--- src/pkg/co2ai_pkg.sv ---
// Summary of operation
// - Relay closes above setpoint plus 50 ppm (never reached at position 9 in the narrow range), opens below setpoint minus 50 ppm.
// - Rotary position 0 to 9 selects setpoint 600 to 2000 ppm; position 0 default.
// - Relay indicator LED is lit exactly while the relay is closed.
// - Top LED steady for 1200 to 2000 ppm, blinking above 2000 ppm in the wide range, steady in the narrow range.
// - Middle LED lit for 800 to 1200 ppm, dark otherwise.
// - Bottom LED lit for 0 to 800 ppm, dark otherwise.
// - Air quality is good to 800, fair to 1200, poor above 1200 ppm.
// - On a fault, readings show stars, with alarm symbol and error message.
// - Several active faults are rotated, each shown for one screen time.
// - Power-on shows info screen with module number when present and OK or ERROR.
// - A startup error cause is shown on the measurement screen afterwards.
// - Each active analog output gets its own configuration screen after the info screen.
// - After startup screens the measurement screen with air quality class is shown.
// - Range switch selects 0 to 2000 or 0 to 5000 ppm; wide is default.
// - Temperature is presented in degrees Celsius only.
package co2ai_pkg;

	// ==========================================================
	// Timing
	localparam int unsigned CLK_HZ     = 125_000_000;
	localparam int unsigned SCREEN_MS  = 3000;
	localparam int unsigned BLINK_MS   = 500;
	localparam int unsigned SCREEN_CYC = SCREEN_MS * (CLK_HZ / 1000);
	localparam int unsigned BLINK_CYC  = BLINK_MS * (CLK_HZ / 1000);

	// ==========================================================
	// Levels in ppm
	localparam logic [15:0] HYST_PPM    = 16'h0032;
	localparam logic [15:0] LVL_LOW     = 16'h0320;
	localparam logic [15:0] LVL_HIGH    = 16'h04B0;
	localparam logic [15:0] LVL_TOP     = 16'h07D0;
	localparam logic [15:0] SPAN_NARROW = 16'h07D0;
	localparam logic [15:0] SPAN_WIDE   = 16'h1388;
	localparam logic [15:0] SETPT_TAB [10] = '{16'h0258, 16'h02BC, 16'h0320, 16'h0384,
		16'h03E8, 16'h04B0, 16'h0578, 16'h0640, 16'h0708, 16'h07D0};

	// ==========================================================
	// Register map
	localparam logic [7:0]  ADDR_CONC    = 8'h00;
	localparam logic [7:0]  ADDR_STATUS  = 8'h04;
	localparam logic [7:0]  ADDR_OUTCFG  = 8'h08;
	localparam logic [7:0]  ADDR_SETPT   = 8'h0C;
	localparam logic [7:0]  ADDR_TEMP    = 8'h10;
	localparam logic [1:0]  OUTCFG_RST   = 2'h1;
	localparam logic [1:0]  RESP_OKAY    = 2'h0;
	localparam logic [1:0]  RESP_SLVERR  = 2'h2;
	localparam logic [3:0]  FAULT_NOMOD  = 4'h1;
	localparam int unsigned ST_RELAY     = 0;
	localparam int unsigned ST_LED       = 1;
	localparam int unsigned ST_AQ        = 4;
	localparam int unsigned ST_SCR       = 6;
	localparam int unsigned ST_STARS     = 9;
	localparam int unsigned ST_OK        = 10;
	localparam int unsigned ST_WIDE      = 11;
	localparam int unsigned ST_FAULT     = 12;

	// ==========================================================
	// Types
	typedef enum logic [1:0] {
		AQ_GOOD = 2'h0,
		AQ_FAIR = 2'h1,
		AQ_POOR = 2'h2
	} co2ai_aq_type;

	typedef enum logic [2:0] {
		SCR_INFO = 3'h1,
		SCR_OUT  = 3'h2,
		SCR_MEAS = 3'h4
	} co2ai_scr_type;

endpackage : co2ai_pkg

--- src/pkg/co2ai_seq_if.sv ---
interface co2ai_seq_if;
	import co2ai_pkg::*;
	logic          tick;
	logic [1:0]    outcfg;
	logic [3:0]    fault;
	logic          present;
	co2ai_scr_type scr;
	logic [1:0]    out_idx;
	logic [1:0]    err_idx;
	logic          stars;
	logic          startup_ok;

	modport ctl (output tick, outcfg, fault, present,
		input scr, out_idx, err_idx, stars, startup_ok);
	modport seq (input tick, outcfg, fault, present,
		output scr, out_idx, err_idx, stars, startup_ok);
endinterface : co2ai_seq_if

--- src/logic/co2ai_seq.sv ---
module co2ai_seq (
	// Clock and reset
	input wire logic     clk,
	input wire logic     rst,
	// Sequencer link
	co2ai_seq_if.seq     sif
);
	import co2ai_pkg::*;

	typedef struct packed {
		co2ai_scr_type scr;
		logic [1:0]    out_idx;
		logic [1:0]    err_idx;
		logic [3:0]    cause;
		logic          startup_ok;
		logic          stars;
	} co2ai_seq_st_type;

	co2ai_seq_st_type s_q;
	co2ai_seq_st_type s_d;
	logic [3:0]       active;

	// Nearest active entry after cur, wrapping; cur itself if none other.
	function automatic logic [1:0] co2ai_next(input logic [3:0] v, input logic [1:0] cur);
		logic [1:0] r;
		logic [1:0] k;
		r = cur;
		for (int i = 3; i >= 1; i--) begin
			k = cur + 2'(i);
			if (v[k]) begin
				r = k;
			end
		end
		return r;
	endfunction : co2ai_next

	// ==========================================================
	// Screen sequence
	// The startup cause stays latched until reset so it is never lost once shown.
	assign active = s_q.cause | sif.fault;

	always_comb begin
		s_d = s_q;
		unique case (s_q.scr)
			SCR_INFO: begin
				s_d.startup_ok = sif.present && (sif.fault == 4'h0);
				if (sif.tick) begin
					s_d.cause = sif.fault | (sif.present ? 4'h0 : FAULT_NOMOD);
					if (sif.outcfg[0]) begin
						s_d.scr     = SCR_OUT;
						s_d.out_idx = 2'h0;
					end else if (sif.outcfg[1]) begin
						s_d.scr     = SCR_OUT;
						s_d.out_idx = 2'h1;
					end else begin
						s_d.scr = SCR_MEAS;
					end
				end
			end
			SCR_OUT: begin
				if (sif.tick) begin
					if (s_q.out_idx == 2'h0 && sif.outcfg[1]) begin
						s_d.out_idx = 2'h1;
					end else begin
						s_d.scr     = SCR_MEAS;
						s_d.err_idx = co2ai_next(active, 2'h3);
					end
				end
			end
			SCR_MEAS: begin
				if (sif.tick) begin
					s_d.err_idx = co2ai_next(active, s_q.err_idx);
				end else if (!active[s_q.err_idx]) begin
					s_d.err_idx = co2ai_next(active, s_q.err_idx);
				end
			end
			default: s_d.scr = SCR_INFO;
		endcase
		s_d.stars = (s_d.scr == SCR_MEAS) && ((s_d.cause | sif.fault) != 4'h0);
	end

	always_ff @(posedge clk) begin
		if (rst) begin
			s_q <= '{scr: SCR_INFO, default: '0};
		end else begin
			s_q <= s_d;
		end
	end

	assign sif.scr        = s_q.scr;
	assign sif.out_idx    = s_q.out_idx;
	assign sif.err_idx    = s_q.err_idx;
	assign sif.stars      = s_q.stars;
	assign sif.startup_ok = s_q.startup_ok;
endmodule : co2ai_seq

--- src/logic/co2ai_top.sv ---
module co2ai_top #(
	parameter int unsigned SCREEN_CYCLES = co2ai_pkg::SCREEN_CYC,
	parameter int unsigned BLINK_CYCLES  = co2ai_pkg::BLINK_CYC
) (
	// Clock and reset
	input  wire logic        clk,
	input  wire logic        rst,
	// AXI4-Lite write
	input  wire logic [7:0]  s_axi_awaddr,
	input  wire logic        s_axi_awvalid,
	output logic             s_axi_awready,
	input  wire logic [31:0] s_axi_wdata,
	input  wire logic [3:0]  s_axi_wstrb,
	input  wire logic        s_axi_wvalid,
	output logic             s_axi_wready,
	output logic [1:0]       s_axi_bresp,
	output logic             s_axi_bvalid,
	input  wire logic        s_axi_bready,
	// AXI4-Lite read
	input  wire logic [7:0]  s_axi_araddr,
	input  wire logic        s_axi_arvalid,
	output logic             s_axi_arready,
	output logic [31:0]      s_axi_rdata,
	output logic [1:0]       s_axi_rresp,
	output logic             s_axi_rvalid,
	input  wire logic        s_axi_rready,
	// Measurement module
	input  wire logic [15:0] meas_ppm,
	input  wire logic [15:0] meas_temp_c,
	input  wire logic [3:0]  meas_fault,
	input  wire logic        module_present,
	// Switches
	input  wire logic [3:0]  rot_sw,
	input  wire logic        range_wide_sw,
	// Relay and LEDs
	output logic             relay_on,
	output logic             relay_led,
	output logic             led_top,
	output logic             led_mid,
	output logic             led_bot,
	// Display
	output logic [15:0]      disp_ppm,
	output logic [15:0]      disp_temp_c,
	output logic [1:0]       disp_aq,
	output logic [2:0]       disp_screen,
	output logic [1:0]       disp_out_idx,
	output logic [1:0]       disp_err_idx,
	output logic             disp_stars,
	output logic             disp_startup_ok
);
	import co2ai_pkg::*;

	typedef struct packed {
		logic [15:0]  conc;
		logic [15:0]  temp;
		logic [15:0]  sp;
		logic         relay;
		logic         relay_led;
		logic         led_top;
		logic         led_mid;
		logic         led_bot;
		co2ai_aq_type aq;
		logic         blink;
		logic [31:0]  blink_cnt;
		logic [31:0]  dwell_cnt;
		logic         tick;
		logic [1:0]   outcfg;
		logic         awrdy;
		logic         wrdy;
		logic         aw_have;
		logic         w_have;
		logic [7:0]   awaddr;
		logic [31:0]  wdata;
		logic [3:0]   wstrb;
		logic         bvalid;
		logic [1:0]   bresp;
		logic         arrdy;
		logic         rvalid;
		logic [31:0]  rdata;
		logic [1:0]   rresp;
	} co2ai_st_type;

	co2ai_st_type s_q;
	co2ai_st_type s_d;
	co2ai_seq_if  sif ();
	logic [15:0]  span;
	logic [33:0]  wr_look;

	co2ai_seq u_seq (
		.clk (clk),
		.rst (rst),
		.sif (sif)
	);

	assign sif.tick    = s_q.tick;
	assign sif.outcfg  = s_q.outcfg;
	assign sif.fault   = meas_fault;
	assign sif.present = module_present;

	// Narrow span clips the reading so LEDs and relay see what the display shows.
	assign span = range_wide_sw ? SPAN_WIDE : SPAN_NARROW;

	function automatic logic [33:0] co2ai_rd(input logic [7:0] a, input co2ai_st_type s);
		logic [31:0] st;
		st = '0;
		st[ST_RELAY]          = s.relay;
		st[ST_LED +: 3]       = {s.led_bot, s.led_mid, s.led_top};
		st[ST_AQ +: 2]        = s.aq;
		st[ST_SCR +: 3]       = sif.scr;
		st[ST_STARS]          = sif.stars;
		st[ST_OK]             = sif.startup_ok;
		st[ST_WIDE]           = range_wide_sw;
		st[ST_FAULT +: 4]     = meas_fault;
		unique case (a)
			ADDR_CONC:   return {RESP_OKAY, 16'h0000, s.conc};
			ADDR_STATUS: return {RESP_OKAY, st};
			ADDR_OUTCFG: return {RESP_OKAY, 30'h0000_0000, s.outcfg};
			ADDR_SETPT:  return {RESP_OKAY, 16'h0000, s.sp};
			ADDR_TEMP:   return {RESP_OKAY, 16'h0000, s.temp};
			default:     return {RESP_SLVERR, 32'h0000_0000};
		endcase
	endfunction : co2ai_rd

	// A call result cannot be sliced, so the write lookup lands in a net first.
	assign wr_look = co2ai_rd(s_q.awaddr, s_q);

	// ==========================================================
	// Measurement, relay, LEDs and timers
	always_comb begin
		s_d      = s_q;
		s_d.conc = (meas_ppm > span) ? span : meas_ppm;
		s_d.temp = meas_temp_c;
		s_d.sp   = (rot_sw <= 4'h9) ? SETPT_TAB[rot_sw] : SETPT_TAB[0];
		if (!s_q.relay && s_q.conc > s_q.sp + HYST_PPM) begin
			s_d.relay = 1'b1;
		end else if (s_q.relay && s_q.conc < s_q.sp - HYST_PPM) begin
			s_d.relay = 1'b0;
		end
		s_d.relay_led = s_d.relay;
		s_d.led_bot   = s_q.conc <= LVL_LOW;
		s_d.led_mid   = s_q.conc > LVL_LOW && s_q.conc <= LVL_HIGH;
		s_d.led_top   = (s_q.conc > LVL_TOP) ? s_q.blink : (s_q.conc > LVL_HIGH);
		if (s_q.conc <= LVL_LOW) begin
			s_d.aq = AQ_GOOD;
		end else if (s_q.conc <= LVL_HIGH) begin
			s_d.aq = AQ_FAIR;
		end else begin
			s_d.aq = AQ_POOR;
		end
		if (s_q.blink_cnt >= BLINK_CYCLES - 1) begin
			s_d.blink_cnt = '0;
			s_d.blink     = !s_q.blink;
		end else begin
			s_d.blink_cnt = s_q.blink_cnt + 32'h0000_0001;
		end
		s_d.tick = 1'b0;
		if (s_q.dwell_cnt >= SCREEN_CYCLES - 1) begin
			s_d.dwell_cnt = '0;
			s_d.tick      = 1'b1;
		end else begin
			s_d.dwell_cnt = s_q.dwell_cnt + 32'h0000_0001;
		end

		// ==========================================================
		// AXI4-Lite slave
		if (s_axi_awvalid && s_q.awrdy) begin
			s_d.aw_have = 1'b1;
			s_d.awaddr  = s_axi_awaddr;
		end
		if (s_axi_wvalid && s_q.wrdy) begin
			s_d.w_have = 1'b1;
			s_d.wdata  = s_axi_wdata;
			s_d.wstrb  = s_axi_wstrb;
		end
		if (s_q.bvalid && s_axi_bready) begin
			s_d.bvalid = 1'b0;
		end
		if (s_q.aw_have && s_q.w_have && !s_q.bvalid) begin
			s_d.aw_have = 1'b0;
			s_d.w_have  = 1'b0;
			s_d.bvalid  = 1'b1;
			s_d.bresp   = wr_look[33:32];
			if (s_q.awaddr == ADDR_OUTCFG && s_q.wstrb[0]) begin
				s_d.outcfg = s_q.wdata[1:0];
			end
		end
		s_d.awrdy = !s_d.aw_have && !s_d.bvalid;
		s_d.wrdy  = !s_d.w_have && !s_d.bvalid;
		if (s_q.rvalid && s_axi_rready) begin
			s_d.rvalid = 1'b0;
		end
		if (s_axi_arvalid && s_q.arrdy) begin
			s_d.rvalid = 1'b1;
			{s_d.rresp, s_d.rdata} = co2ai_rd(s_axi_araddr, s_q);
		end
		s_d.arrdy = !s_d.rvalid;
	end

	always_ff @(posedge clk) begin
		if (rst) begin
			s_q <= '{sp: SETPT_TAB[0], outcfg: OUTCFG_RST, aq: AQ_GOOD, default: '0};
		end else begin
			s_q <= s_d;
		end
	end

	// ==========================================================
	// Outputs
	assign s_axi_awready   = s_q.awrdy;
	assign s_axi_wready    = s_q.wrdy;
	assign s_axi_bvalid    = s_q.bvalid;
	assign s_axi_bresp     = s_q.bresp;
	assign s_axi_arready   = s_q.arrdy;
	assign s_axi_rvalid    = s_q.rvalid;
	assign s_axi_rdata     = s_q.rdata;
	assign s_axi_rresp     = s_q.rresp;
	assign relay_on        = s_q.relay;
	assign relay_led       = s_q.relay_led;
	assign led_top         = s_q.led_top;
	assign led_mid         = s_q.led_mid;
	assign led_bot         = s_q.led_bot;
	assign disp_ppm        = s_q.conc;
	assign disp_temp_c     = s_q.temp;
	assign disp_aq         = s_q.aq;
	assign disp_screen     = sif.scr;
	assign disp_out_idx    = sif.out_idx;
	assign disp_err_idx    = sif.err_idx;
	assign disp_stars      = sif.stars;
	assign disp_startup_ok = sif.startup_ok;
endmodule : co2ai_top

--- config.mk ---
export PLATFORM = sky130hd
export DESIGN_NAME = co2ai_top
export DESIGN_NICKNAME = d
export VERILOG_FILES = /design/src/pkg/co2ai_pkg.sv /design/src/pkg/co2ai_seq_if.sv /design/src/logic/co2ai_seq.sv /design/src/logic/co2ai_top.sv
export SDC_FILE = /design/constraint.sdc
export NUM_CORES = 1
export LEC_CHECK = 0
export ABC_AREA = 1
export ABC_CLOCK_PERIOD_IN_PS = 4270
export BUFFER_PORTS_ARGS = -buffer_cell sky130_fd_sc_hd__buf_2
export CAP_MARGIN = 10
export CORE_UTILIZATION = 29
export CTS_BUF_LIST = sky130_fd_sc_hd__clkbuf_4 sky130_fd_sc_hd__clkbuf_8 sky130_fd_sc_hd__clkbuf_16
export CTS_CLUSTER_DIAMETER = 80
export DETAILED_ROUTE_END_ITERATION = 10
export GPL_TIMING_DRIVEN = 0
export HOLD_SLACK_MARGIN = 0.1
export PLACE_DENSITY = 0.57
export SETUP_SLACK_MARGIN = 0.3
export SLEW_MARGIN = 10
export SYNTH_ARGS = -nofsm -noshare
export SYNTH_HDL_FRONTEND = slang
export SYNTH_SLANG_ARGS = --single-unit
--- constraint.sdc ---
create_clock -name clk -period 4.27 [get_ports clk]
set_input_delay 0.2135 -clock clk [delete_from_list [all_inputs] [get_ports clk]]
set_output_delay 0.2135 -clock clk [all_outputs]
set_load 0.01 [all_outputs]
==> results.toml, run 1 <==
[power]
p_leak_nw = 5.24
worst_ir_drop_vdd_mv = 0.208
switching_share_pct = 27.5
pwr-share-comb_pct = 14.7
cellPowerDensity_nw_per_um2 = 335
power.clock.fraction_pct = 41.5
total_power_mw = 3.80
share_seq_of_total_power_pct = 43.8
cell_internal_pwr_mw = 2.76
switchingPower_mw = 1.05

[logic_synthesis]
ys_dominant_reg_cell = "sky130_fd_sc_hd__dfxtp_1"
synth.top_cells.by_area = "sky130_fd_sc_hd__dfxtp_1 36%, sky130_fd_sc_hd__nand2_1 11%, sky130_fd_sc_hd__nor2_1 8.6%"
synth-async-reset-ratio_pct = 0
synth_sequential_area_ratio_pct = 36.3
synth_enable_flop_cells = 0
yosysTopAreaCellShare_pct = 36.3
synth.lib_cells_used.distinct = 40
synthMostInstantiatedCell = "sky130_fd_sc_hd__nand2_1"
synth_cells = 1304
netlist.top_cell.by_area = "sky130_fd_sc_hd__dfxtp_1"
syn-cell-area_sq_um = 8990
yosys-top-cells-count = "268 x sky130_fd_sc_hd__nand2_1, 207 x sky130_fd_sc_hd__nor2_1, 163 x sky130_fd_sc_hd__dfxtp_1"
postSynthRegisterBits = 163
postSynthAreaPerCell_sq_um = 6.89
synth-warning-count = 0

[worst_setup_path]
path_cells = "inv_1 -> ha_1 -> o21ai_0 -> nor3_1 -> nand2_1 -> ha_1 -> nand2_1 -> nor4_1 -> nand2_1 -> nand2_1 -> nand2_1 -> a21oi_1"
setup.reg_to_reg.worst_slack_ns = 1.86
max_stage_delay_ns = 0.38
nature_of_the_critical_path_startpoint = "flop"
reg2reg_to = "relay_led$_SDFFE_PP0P_"
critPathMostFrequentCell = "sky130_fd_sc_hd__nand2_1"
critPathBufInv = 1
path_delay_family = "simple AND/OR/NAND/NOR gates"
timing.critical_path.from = "s_q[164]$_SDFF_PP0_"
slowest_stage = "sky130_fd_sc_hd__nor3_1"
r2r.worst_path.cells = 12
worst-setup-path-type = "flop to flop"
cp_max_fo = 3
crit_required_ns = 4.62
setup.worst_path.end_class = "flop"
crit-reg2reg-launch = "s_q[164]$_SDFF_PP0_"
crit_arrival_ns = 2.76

[floorplanning]
floorplan.initialDensity_pct = 29.5
core_area_sq_um = 30500
floorplan.die_area_sq_um = 31700
boundaryPins = 190
dieWidth_um = 178
die_y_um = 178
core.rowCount = 64

[global_route]
global_route.overflow_total = 0
first_global_vias = 8188
globalRouteTotalUtil_pct = 16.4
grt_antenna_before_repair = 0
global_route_wire_length_before_repair_um = 40400
pin_count_of_the_biggest_net_entering_global_routing = 17

[clocking]
insertion_delay_ns = 0.43
cts_tree = "built"
cts_resized = 0
clk_pin_slew_worst_paths_ns = 0.06
cts_hold_buf = 46
clock_tree.htree_level_count = 4
clk_path_buf_depth = 2
postCtsSetupBuffers = 0
clockRootBuffer = "sky130_fd_sc_hd__clkbuf_16"
clkSinkCount = 163
inserted_clock_buffers = 17

[route]
vias_per_cell = 4.45
detailedRoute.firstPassIterationCount = 5
route.detailed.wl_per_inst_um = 13.1
finalWirelength_um = 25400
drt_first_iter_violations = 611
postRouteAntennaNets = 0
num_vias = 8644
route.detailed.drc = 0

[sta]
drv_slew = 0
fin_crit_ns = 2.41
fin_ws_ns = 1.86
ratio_of_final_minimum_period_to_clock_period_pct = 56.4
final.setup.tns_ns = 0
setup-violations-final = 0
clock_skew_after_layout_ns = 0.00776
final_hold_violation_count = 0
slew_headroom_pct = 42.2
worstMarginPinSlew_ns = 0.868
maxClockFrequency_mhz = 415
setup_repair_after_global_routing_missed_its_margin = "no"

[run]
max-cap-violations = 0

[placement]
dp.final_hpwl_um = 20000
gp_congestion = 0.872
dpl_worst_slack_ns = 1.88
port_buffers = 136
dp_cells = 1866

[worst_hold_path]
hold_start = "s_axi_awaddr[2]"
worst_hold_path_class = "input port to flop"
worstHoldPathCells = 3
whs_endpoint = "s_q[77]$_SDFFE_PP0P_"

[layout]
fin_nets = 1673
final_layout_size_suffix_gt1_share_pct = 18.4
syn_to_layout_area_delta_pct = 26.2
fin_cells = 1943
antennaDiodeCount = 0

[status]
outcome = "completed"
-- state kept, by name, indices dropped and copies added, names as in the netlist, 2 cells and up --
register / count
disp_aq: 2
disp_ppm: 16
disp_temp_c: 16
s_axi_rdata: 16
s_q: 87
sif.outcfg: 2
u_seq.s_q: 4
u_seq.sif.err_idx: 2
u_seq.sif.scr: 3
-- stage by stage --
step                cell area (sq um)  utilization [%]  hold slack [ns]
floorplan                        9100                -            0.298
global placement                10300             33.7            0.420
detailed placement              10300             33.7            0.419
CTS                             11300             37.2            0.110
global route                    11300             37.2            0.151
finish                          11300             37.2            0.114
-- cells in the final DEF (no fill, tap or decap), types with 3 or more instances in the layout --
master and count:
sky130_fd_sc_hd__a21oi_1 67, sky130_fd_sc_hd__and2_1 3, sky130_fd_sc_hd__buf_2 144, sky130_fd_sc_hd__buf_4 79, sky130_fd_sc_hd__bufinv_16 3, sky130_fd_sc_hd__clkbuf_1 13
sky130_fd_sc_hd__clkbuf_16 17, sky130_fd_sc_hd__clkinv_4 3, sky130_fd_sc_hd__conb_1 31, sky130_fd_sc_hd__dfxtp_1 163, sky130_fd_sc_hd__dlygate4sd3_1 46, sky130_fd_sc_hd__ha_1 37
sky130_fd_sc_hd__inv_1 159, sky130_fd_sc_hd__inv_2 5, sky130_fd_sc_hd__inv_6 3, sky130_fd_sc_hd__nand2_1 268, sky130_fd_sc_hd__nand3_1 91, sky130_fd_sc_hd__nand3_2 6
sky130_fd_sc_hd__nand3b_1 4, sky130_fd_sc_hd__nand4_1 33, sky130_fd_sc_hd__nor2_1 207, sky130_fd_sc_hd__nor2_2 6, sky130_fd_sc_hd__nor3_1 32, sky130_fd_sc_hd__nor4_1 5
sky130_fd_sc_hd__o211ai_1 4, sky130_fd_sc_hd__o21ai_0 39, sky130_fd_sc_hd__or2_2 5, sky130_fd_sc_hd__xnor2_1 13, sky130_fd_sc_hd__xor2_1 34
-- how the worst max path moves through the flow --
stage | to | depth (start not counted)
final | relay_led$_SDFFE_PP0P_ | 12
after global routing | relay_led$_SDFFE_PP0P_ | 12
after CTS | relay_led$_SDFFE_PP0P_ | 12
after detailed placement | relay_led$_SDFFE_PP0P_ | 12
after global placement | relay_led$_SDFFE_PP0P_ | 12
after floorplan | relay_led$_SDFFE_PP0P_ | 12
-- cells by family after synthesis --
group | share of synthesized area [%]
AND/OR/NAND/NOR | 32.1
buffers and inverters | 14.8
flip-flops | 36.3
AO/OA/AOI/OAI | 6.99
XOR/XNOR | 4.58
adder cells (fa/ha/maj) | 5.15
other | 0.0417
-- area by class of cell --
class | count | area, sq um
Clock buffer | 17 | 425
Inverter | 166 | 623
Sequential cell | 163 | 3260
Fill cell | 3236 | 19200
Buffer | 103 | 708
Timing Repair Buffer | 182 | 1140
Clock inverter | 14 | 179
Multi-Input combinational cell | 902 | 4510
Tap cell | 396 | 495
-- tightest hold or removal path: stages --
cell and delay, ns:
sky130_fd_sc_hd__buf_2 0.11, sky130_fd_sc_hd__o21ai_0 0.09, sky130_fd_sc_hd__nor2_1 0.08
-- power groups by stage --
stage	Combinational [mW]	Clock, mW	Sequential, mW
after global placement	0.518	0	1.70
after global routing	0.643	1.69	1.67
final	0.560	1.58	1.67
after detailed placement	0.526	0	1.70
after floorplan	0.366	0	1.66
after CTS	0.561	1.61	1.67
-- metal layers --
layer	vias up	wire (um)	GRT usage (%)
met1	3853	11400	20.5
met3	30	1340	2.64
met2	254	12100	28.4
li1	4507	-	-
met5	-	0	0
met4	0	542	5.80
Note: power is estimated with default switching activity, not from simulation.
==> inputs of run 2 (changes only) <==
- ABC_CLOCK_PERIOD_IN_PS: 4270 -> 2380
- clock period: 4.27 -> 2.38 ns (I/O delays scaled with it)
==> run 2 against run 1 <==
Against the previous run: total power up 81%; cell count up 0.72%; first-iteration DRC count down 0.33%; register-to-register slack worse by 1.5 ns; via count up 0.45%; core utilization up 0.97 points; die area unchanged; sequential power up 79%; sequential cell count unchanged; routed wire length up 1.1%.
==> results.toml, run 2 (same netlist as run 1, synthesis figures left out) <==
[status]
outcome = "completed"

[layout]
final_layout_size_suffix_gt1_share_pct = 20.6
largest_register_ff_count = 87
fin_nets = 1687
syn_to_layout_area_delta_pct = 29.5
final_common_cell = "sky130_fd_sc_hd__nand2_1"
sequential_standard_cell_area_sq_um = 3280
multiInputGateArea_sq_um = 4650
fin_cells = 1957
layout_common_cells = "263 x sky130_fd_sc_hd__nand2_1, 205 x sky130_fd_sc_hd__nor2_1, 159 x sky130_fd_sc_hd__dfxtp_1"
top_register_by_number_of_flip_flops = "s_q"
count_of_fill_cells_added_during_filler_insertion = 3204
antennaDiodeCount = 0

[floorplanning]
core_area_sq_um = 30500
floorplan.initialDensity_pct = 29.5
floorplan.die_area_sq_um = 31700
core.rowCount = 64
boundaryPins = 190
dieWidth_um = 178
die_y_um = 178

[sta]
timing.hold.ws_ns = 0.137
slew_headroom_pct = 43.6
setup-violations-final = 0
fin_ws_ns = 0.339
fin_crit_ns = 2.04
clock_skew_after_layout_ns = 0.00827
setup_repair_after_global_routing_missed_its_margin = "yes"
final_hold_violation_count = 0
worstMarginPinSlew_ns = 0.846
ratio_of_final_minimum_period_to_clock_period_pct = 85.8
drv_slew = 0
maxClockFrequency_mhz = 490

[route]
vias_per_cell = 4.44
route.detailed.wl_per_inst_um = 13.1
num_vias = 8683
drt_first_iter_violations = 609
finalWirelength_um = 25600
postRouteAntennaNets = 0
route.detailed.drc = 0
detailedRoute.firstPassIterationCount = 5

[power]
worst_ir_drop_vdd_mv = 0.374
switchingPower_mw = 1.90
pwr-share-comb_pct = 15.4
power.clock.fraction_pct = 41.2
cellPowerDensity_nw_per_um2 = 591
total_power_mw = 6.88
cell_internal_pwr_mw = 4.97
share_seq_of_total_power_pct = 43.5
p_leak_nw = 5.34
switching_share_pct = 27.7

[worst_setup_path]
slowest_stage = "sky130_fd_sc_hd__dfxtp_4"
setup.worst_path.end_class = "flop"
worst-setup-path-type = "flop to flop"
crit_arrival_ns = 2.33
max_stage_delay_ns = 0.36
cp_max_fo = 3
crit_required_ns = 2.67
nature_of_the_critical_path_startpoint = "flop"
path_delay_family = "simple AND/OR/NAND/NOR gates"
path_cells = "inv_2 -> ha_2 -> nor2_1 -> nand2_1 -> nor3_2 -> xor2_1 -> ha_1 -> nand2_2 -> nor2_1 -> nor3b_2 -> nand2_1 -> nand3_1 -> a21oi_1"
critPathBufInv = 1

[global_route]
globalRouteTotalUtil_pct = 16.5
global_route_wire_length_before_repair_um = 40600
first_global_vias = 8243
grt_antenna_before_repair = 0
pin_count_of_the_biggest_net_entering_global_routing = 17
global_route.overflow_total = 0

[clocking]
clk_pin_slew_worst_paths_ns = 0.07
clock_tree.htree_level_count = 4
clkSinkCount = 163
insertion_delay_ns = 0.43
inserted_clock_buffers = 17
clk_path_buf_depth = 2
clockRootBuffer = "sky130_fd_sc_hd__clkbuf_16"
cts_tree = "built"

[placement]
dp_cells = 1866
port_buffers = 136
gp_congestion = 0.872
dpl_worst_slack_ns = -0.0130
dp.final_hpwl_um = 20000

[run]
max-cap-violations = 0

[worst_hold_path]
worst_hold_path_class = "input port to flop"
## run 2: cell types whose count changed in the layout (fill, tap and decap cells not counted), sizes merged
cell / change
buf: +5
dlygate4sd3: +9
## run 2: worst paths after layout
path                       start  cells past startpoint  slack (ns)                  endpoint
max          s_q[166]$_SDFF_PP1_                     13        0.34    relay_led$_SDFFE_PP0P_
min                s_axi_awvalid                      4        0.14  s_axi_awready$_SDFF_PP0_
min reg2reg   s_q[83]$_SDFF_PP0_                      1        0.44   s_axi_wready$_SDFF_PP0_
max reg2reg  s_q[166]$_SDFF_PP1_                     13        0.34    relay_led$_SDFFE_PP0P_
## run 2: power by group through the flow
stage	Combinational, mW	Clock, mW	Sequential, mW
6_report	1.06	2.83	2.99
5_1_grt	1.21	3.03	3.00
4_1_cts	1.03	2.90	2.99
3_5_place_dp	0.943	0	3.05
3_3_place_gp	0.929	0	3.05
2_1_floorplan	0.657	0	2.99
## run 2: routing by layer
| layer | GRT usage (%) | wire length (um) | vias up |
|---|---|---|---|
| met1 | 20.6 | 11600 | 3875 |
| met2 | 28.6 | 12200 | 240 |
| li1 | - | - | 4535 |
| met4 | 5.88 | 580 | 0 |
| met3 | 2.64 | 1260 | 33 |
| met5 | 0 | 0 | - |
## run 2: worst reg2reg max path, stage by stage, from the launching register on
cell                      delay, ns
sky130_fd_sc_hd__dfxtp_4       0.36
sky130_fd_sc_hd__inv_2         0.05
sky130_fd_sc_hd__ha_2          0.18
sky130_fd_sc_hd__nor2_1        0.10
sky130_fd_sc_hd__nand2_1       0.09
sky130_fd_sc_hd__nor3_2        0.13
sky130_fd_sc_hd__xor2_1        0.17
sky130_fd_sc_hd__ha_1          0.26
sky130_fd_sc_hd__nand2_2       0.09
sky130_fd_sc_hd__nor2_1        0.07
sky130_fd_sc_hd__nor3b_2       0.18
sky130_fd_sc_hd__nand2_1       0.07
sky130_fd_sc_hd__nand3_1       0.09
sky130_fd_sc_hd__a21oi_1       0.07
## run 2: repair_timing
item	in CTS	in global routing
buffers inserted	3	2
endpoints found under the hold margin	60	0
endpoints found under the setup margin	1	15
resized for setup	24	24
hold buffers	55	0
pin swaps	12	7
## run 2: per-stage QoR
| step | instance area [sq um] | setup TNS, ns | utilization [%] |
|---|---|---|---|
| 6_report | 11600 | 0 | 38.1 |
| 5_1_grt | 11600 | 0 | 38.1 |
| 4_1_cts | 11500 | 0 | 37.7 |
| 3_5_place_dp | 10300 | -0.0130 | 33.7 |
| 3_3_place_gp | 10300 | 0 | 33.7 |
| 2_1_floorplan | 9100 | 0 | - |
## run 2: cell type report
type | instances | area share, %
Timing Repair Buffer | 196 | 10.9
Multi-Input combinational cell | 902 | 40.0
Inverter | 166 | 5.38
Tap cell | 396 | 4.26
Clock inverter | 14 | 1.54
Clock buffer | 17 | 3.66
Sequential cell | 163 | 28.1
Buffer | 103 | 6.12
==> inputs of run 3 (changes only) <==
- CORE_UTILIZATION: 29 -> 35
- PLACE_DENSITY: 0.57 -> 0.64
==> run 3 against run 2 <==
Against the previous run: critical path depth unchanged; critical endpoint unchanged; cell area about the same; largest cell class unchanged; routed wire length shrank 0.16%.
==> results.toml, run 3 (same netlist as run 1, synthesis figures left out) <==
[power]
p_leak_nw = 5.37
cellPowerDensity_nw_per_um2 = 600
worst_ir_drop_vdd_mv = 0.406

[worst_setup_path]
cp_max_fo = 3
critPathBufInv = 1
critPathMostFrequentCell = "sky130_fd_sc_hd__nand2_2"
reg2reg_to = "relay_led$_SDFFE_PP0P_"
setup.worst_path.end = "relay_led$_SDFFE_PP0P_"
crit_arrival_ns = 2.35
max_stage_delay_ns = 0.38
worst-setup-path-type = "flop to flop"
nature_of_the_critical_path_startpoint = "flop"
slowest_stage = "sky130_fd_sc_hd__dfxtp_4"
crit-reg2reg-launch = "s_q[166]$_SDFF_PP1_"
path_delay_family = "simple AND/OR/NAND/NOR gates"
crit_required_ns = 2.68
setup.reg_to_reg.worst_slack_ns = 0.33
setup.worst_path.end_class = "flop"
timing.critical_path.from = "s_q[166]$_SDFF_PP1_"
r2r.worst_path.cells = 13
path_cells = "inv_2 -> ha_4 -> nor2_2 -> nand2_2 -> nor3_4 -> xor2_1 -> ha_1 -> nand2_2 -> nor2_1 -> nor3b_2 -> nand2_1 -> nand3_2 -> a21oi_1"
critical_path_depth = 13

[route]
num_vias = 8770
highest-signal-layer = "met4"
route.detailed.wl_per_inst_um = 13.5
met3WireLength_um = 1460
detail_route.wirelength.met1_um = 11200
detailedRoute.firstPassIterationCount = 5
postRouteAntennaNets = 0
route.detailed.drc = 0
drt_first_iter_violations = 542
vias_per_cell = 4.62
finalWirelength_um = 25600
sum_of_met2_wire_segment_lengths_after_detailed_routing_um = 12200

[sta]
setup_repair_after_global_routing_missed_its_margin = "yes"
clock_skew_after_layout_ns = 0.0155
timing.hold.ws_ns = 0.121
fin_ws_ns = 0.327
ratio_of_final_minimum_period_to_clock_period_pct = 86.3
slew_headroom_pct = 45.3
maxClockFrequency_mhz = 487
drv_slew = 0
setup-violations-final = 0
final_hold_violation_count = 0
worstMarginPinSlew_ns = 0.821
fin_crit_ns = 2.05

[clocking]
cts_tree = "built"
clk_pin_slew_worst_paths_ns = 0.07
clock_tree.htree_level_count = 4
clockRootBuffer = "sky130_fd_sc_hd__clkbuf_16"
insertion_delay_ns = 0.44
clkSinkCount = 163
inserted_clock_buffers = 17
clk_path_buf_depth = 2

[worst_hold_path]
worst_hold_path_class = "input port to flop"
hold_start = "s_axi_araddr[0]"

[placement]
gp_congestion = 0.910
dp.final_hpwl_um = 19200
place_area_sq_um = 10200
dpl_worst_slack_ns = -0.0160
dp_cells = 1800
port_buffers = 136

[floorplanning]
dieWidth_um = 162
die_y_um = 162
boundaryPins = 190
core.rowCount = 58
floorplan.die_area_sq_um = 26300
floorplan.initialDensity_pct = 35.7
core_area_sq_um = 25200

[global_route]
grt_antenna_before_repair = 2
pin_count_of_the_biggest_net_entering_global_routing = 17
global_route.overflow_total = 0
global_route_wire_length_before_repair_um = 41000
globalRouteTotalUtil_pct = 19.8
first_global_vias = 8421

[layout]
final_core_occ_pct = 46.2
top_register_by_number_of_flip_flops = "s_q"
largest_register_ff_count = 87
multiInputGateArea_sq_um = 4690
final_layout_size_suffix_gt1_share_pct = 21.3
count_of_fill_cells_added_during_filler_insertion = 2558
final_design_area_no_fill_sq_um = 11600
fin_nets = 1691
layout_common_cells = "263 x sky130_fd_sc_hd__nand2_1, 204 x sky130_fd_sc_hd__nor2_1, 158 x sky130_fd_sc_hd__dfxtp_1"
fin_cells = 1898
final_common_cell = "sky130_fd_sc_hd__nand2_1"
syn_to_layout_area_delta_pct = 29.5
sequential_standard_cell_area_sq_um = 3270

[status]
outcome = "completed"

[run]
max-cap-violations = 0
[run 3: changes by cell type in the layout (fill, tap and decap cells not counted), sizes merged]
cell	before	now
buf	231	234
inv	168	171
diode	0	2
clkbuf	30	31
clkinv	7	5
[run 3: worst min-delay path by stage]
stage                                  endpoint  slack [ns]  depth (start not counted)
detailed placement    disp_temp_c[8]$_SDFF_PP0_        0.33                          3
global route        s_axi_rresp[1]$_SDFFE_PP0P_        0.13                          5
floorplan                   s_q[171]$_SDFF_PP1_        0.20                          1
CTS                 s_axi_rresp[1]$_SDFFE_PP0P_        0.10                          5
global placement     disp_temp_c[12]$_SDFF_PP0_        0.33                          3
finish              s_axi_rresp[1]$_SDFFE_PP0P_        0.12                          5
[run 3: final cells by class]
cell class / count / share of cell area [%]
Multi-Input combinational cell: 902 / 40.3
Sequential cell: 163 / 28.1
Timing Repair Buffer: 200 / 11.2
Buffer: 103 / 6.12
Inverter: 166 / 5.38
Clock buffer: 17 / 3.66
Tap cell: 330 / 3.55
Clock inverter: 15 / 1.67
Antenna cell: 2 / 0.0430
[run 3: routing by layer]
layer  vias to the layer above  global-route usage [%]
met4                         0                    8.02
met3                        54                    4.39
met1                      3925                    23.8
met2                       249                    34.1
met5                         -                       0
li1                       4542                       -
[run 3: through the flow]
stage	setup TNS, ns	total power, mW
floorplan	0	3.64
global route	0	7.33
CTS	0	7.00
global placement	-0.0172	3.96
detailed placement	-0.0160	3.98
finish	0	6.98
[run 3: report_power, final]
group / internal (mW) / switching, mW
sequential: 2.85 / 0.135
combinational: 0.474 / 0.611
clock: 1.68 / 1.23
total: 5.00 / 1.98
[run 3: worst min-delay path, cell delays in order]
cell and delay (ns):
sky130_fd_sc_hd__buf_2 0.08, sky130_fd_sc_hd__nor2_2 0.05, sky130_fd_sc_hd__a21oi_1 0.14, sky130_fd_sc_hd__nor2_1 0.05, sky130_fd_sc_hd__nor2_1 0.07
[run 3: repair_timing]
item / in CTS / in global routing
setup endpoints to repair: 1 / 12
buffers inserted: 8 / 1
pin swaps: 16 / 15
hold endpoints to repair: 61 / 0
gates resized for setup: 32 / 23
hold buffers: 55 / 0
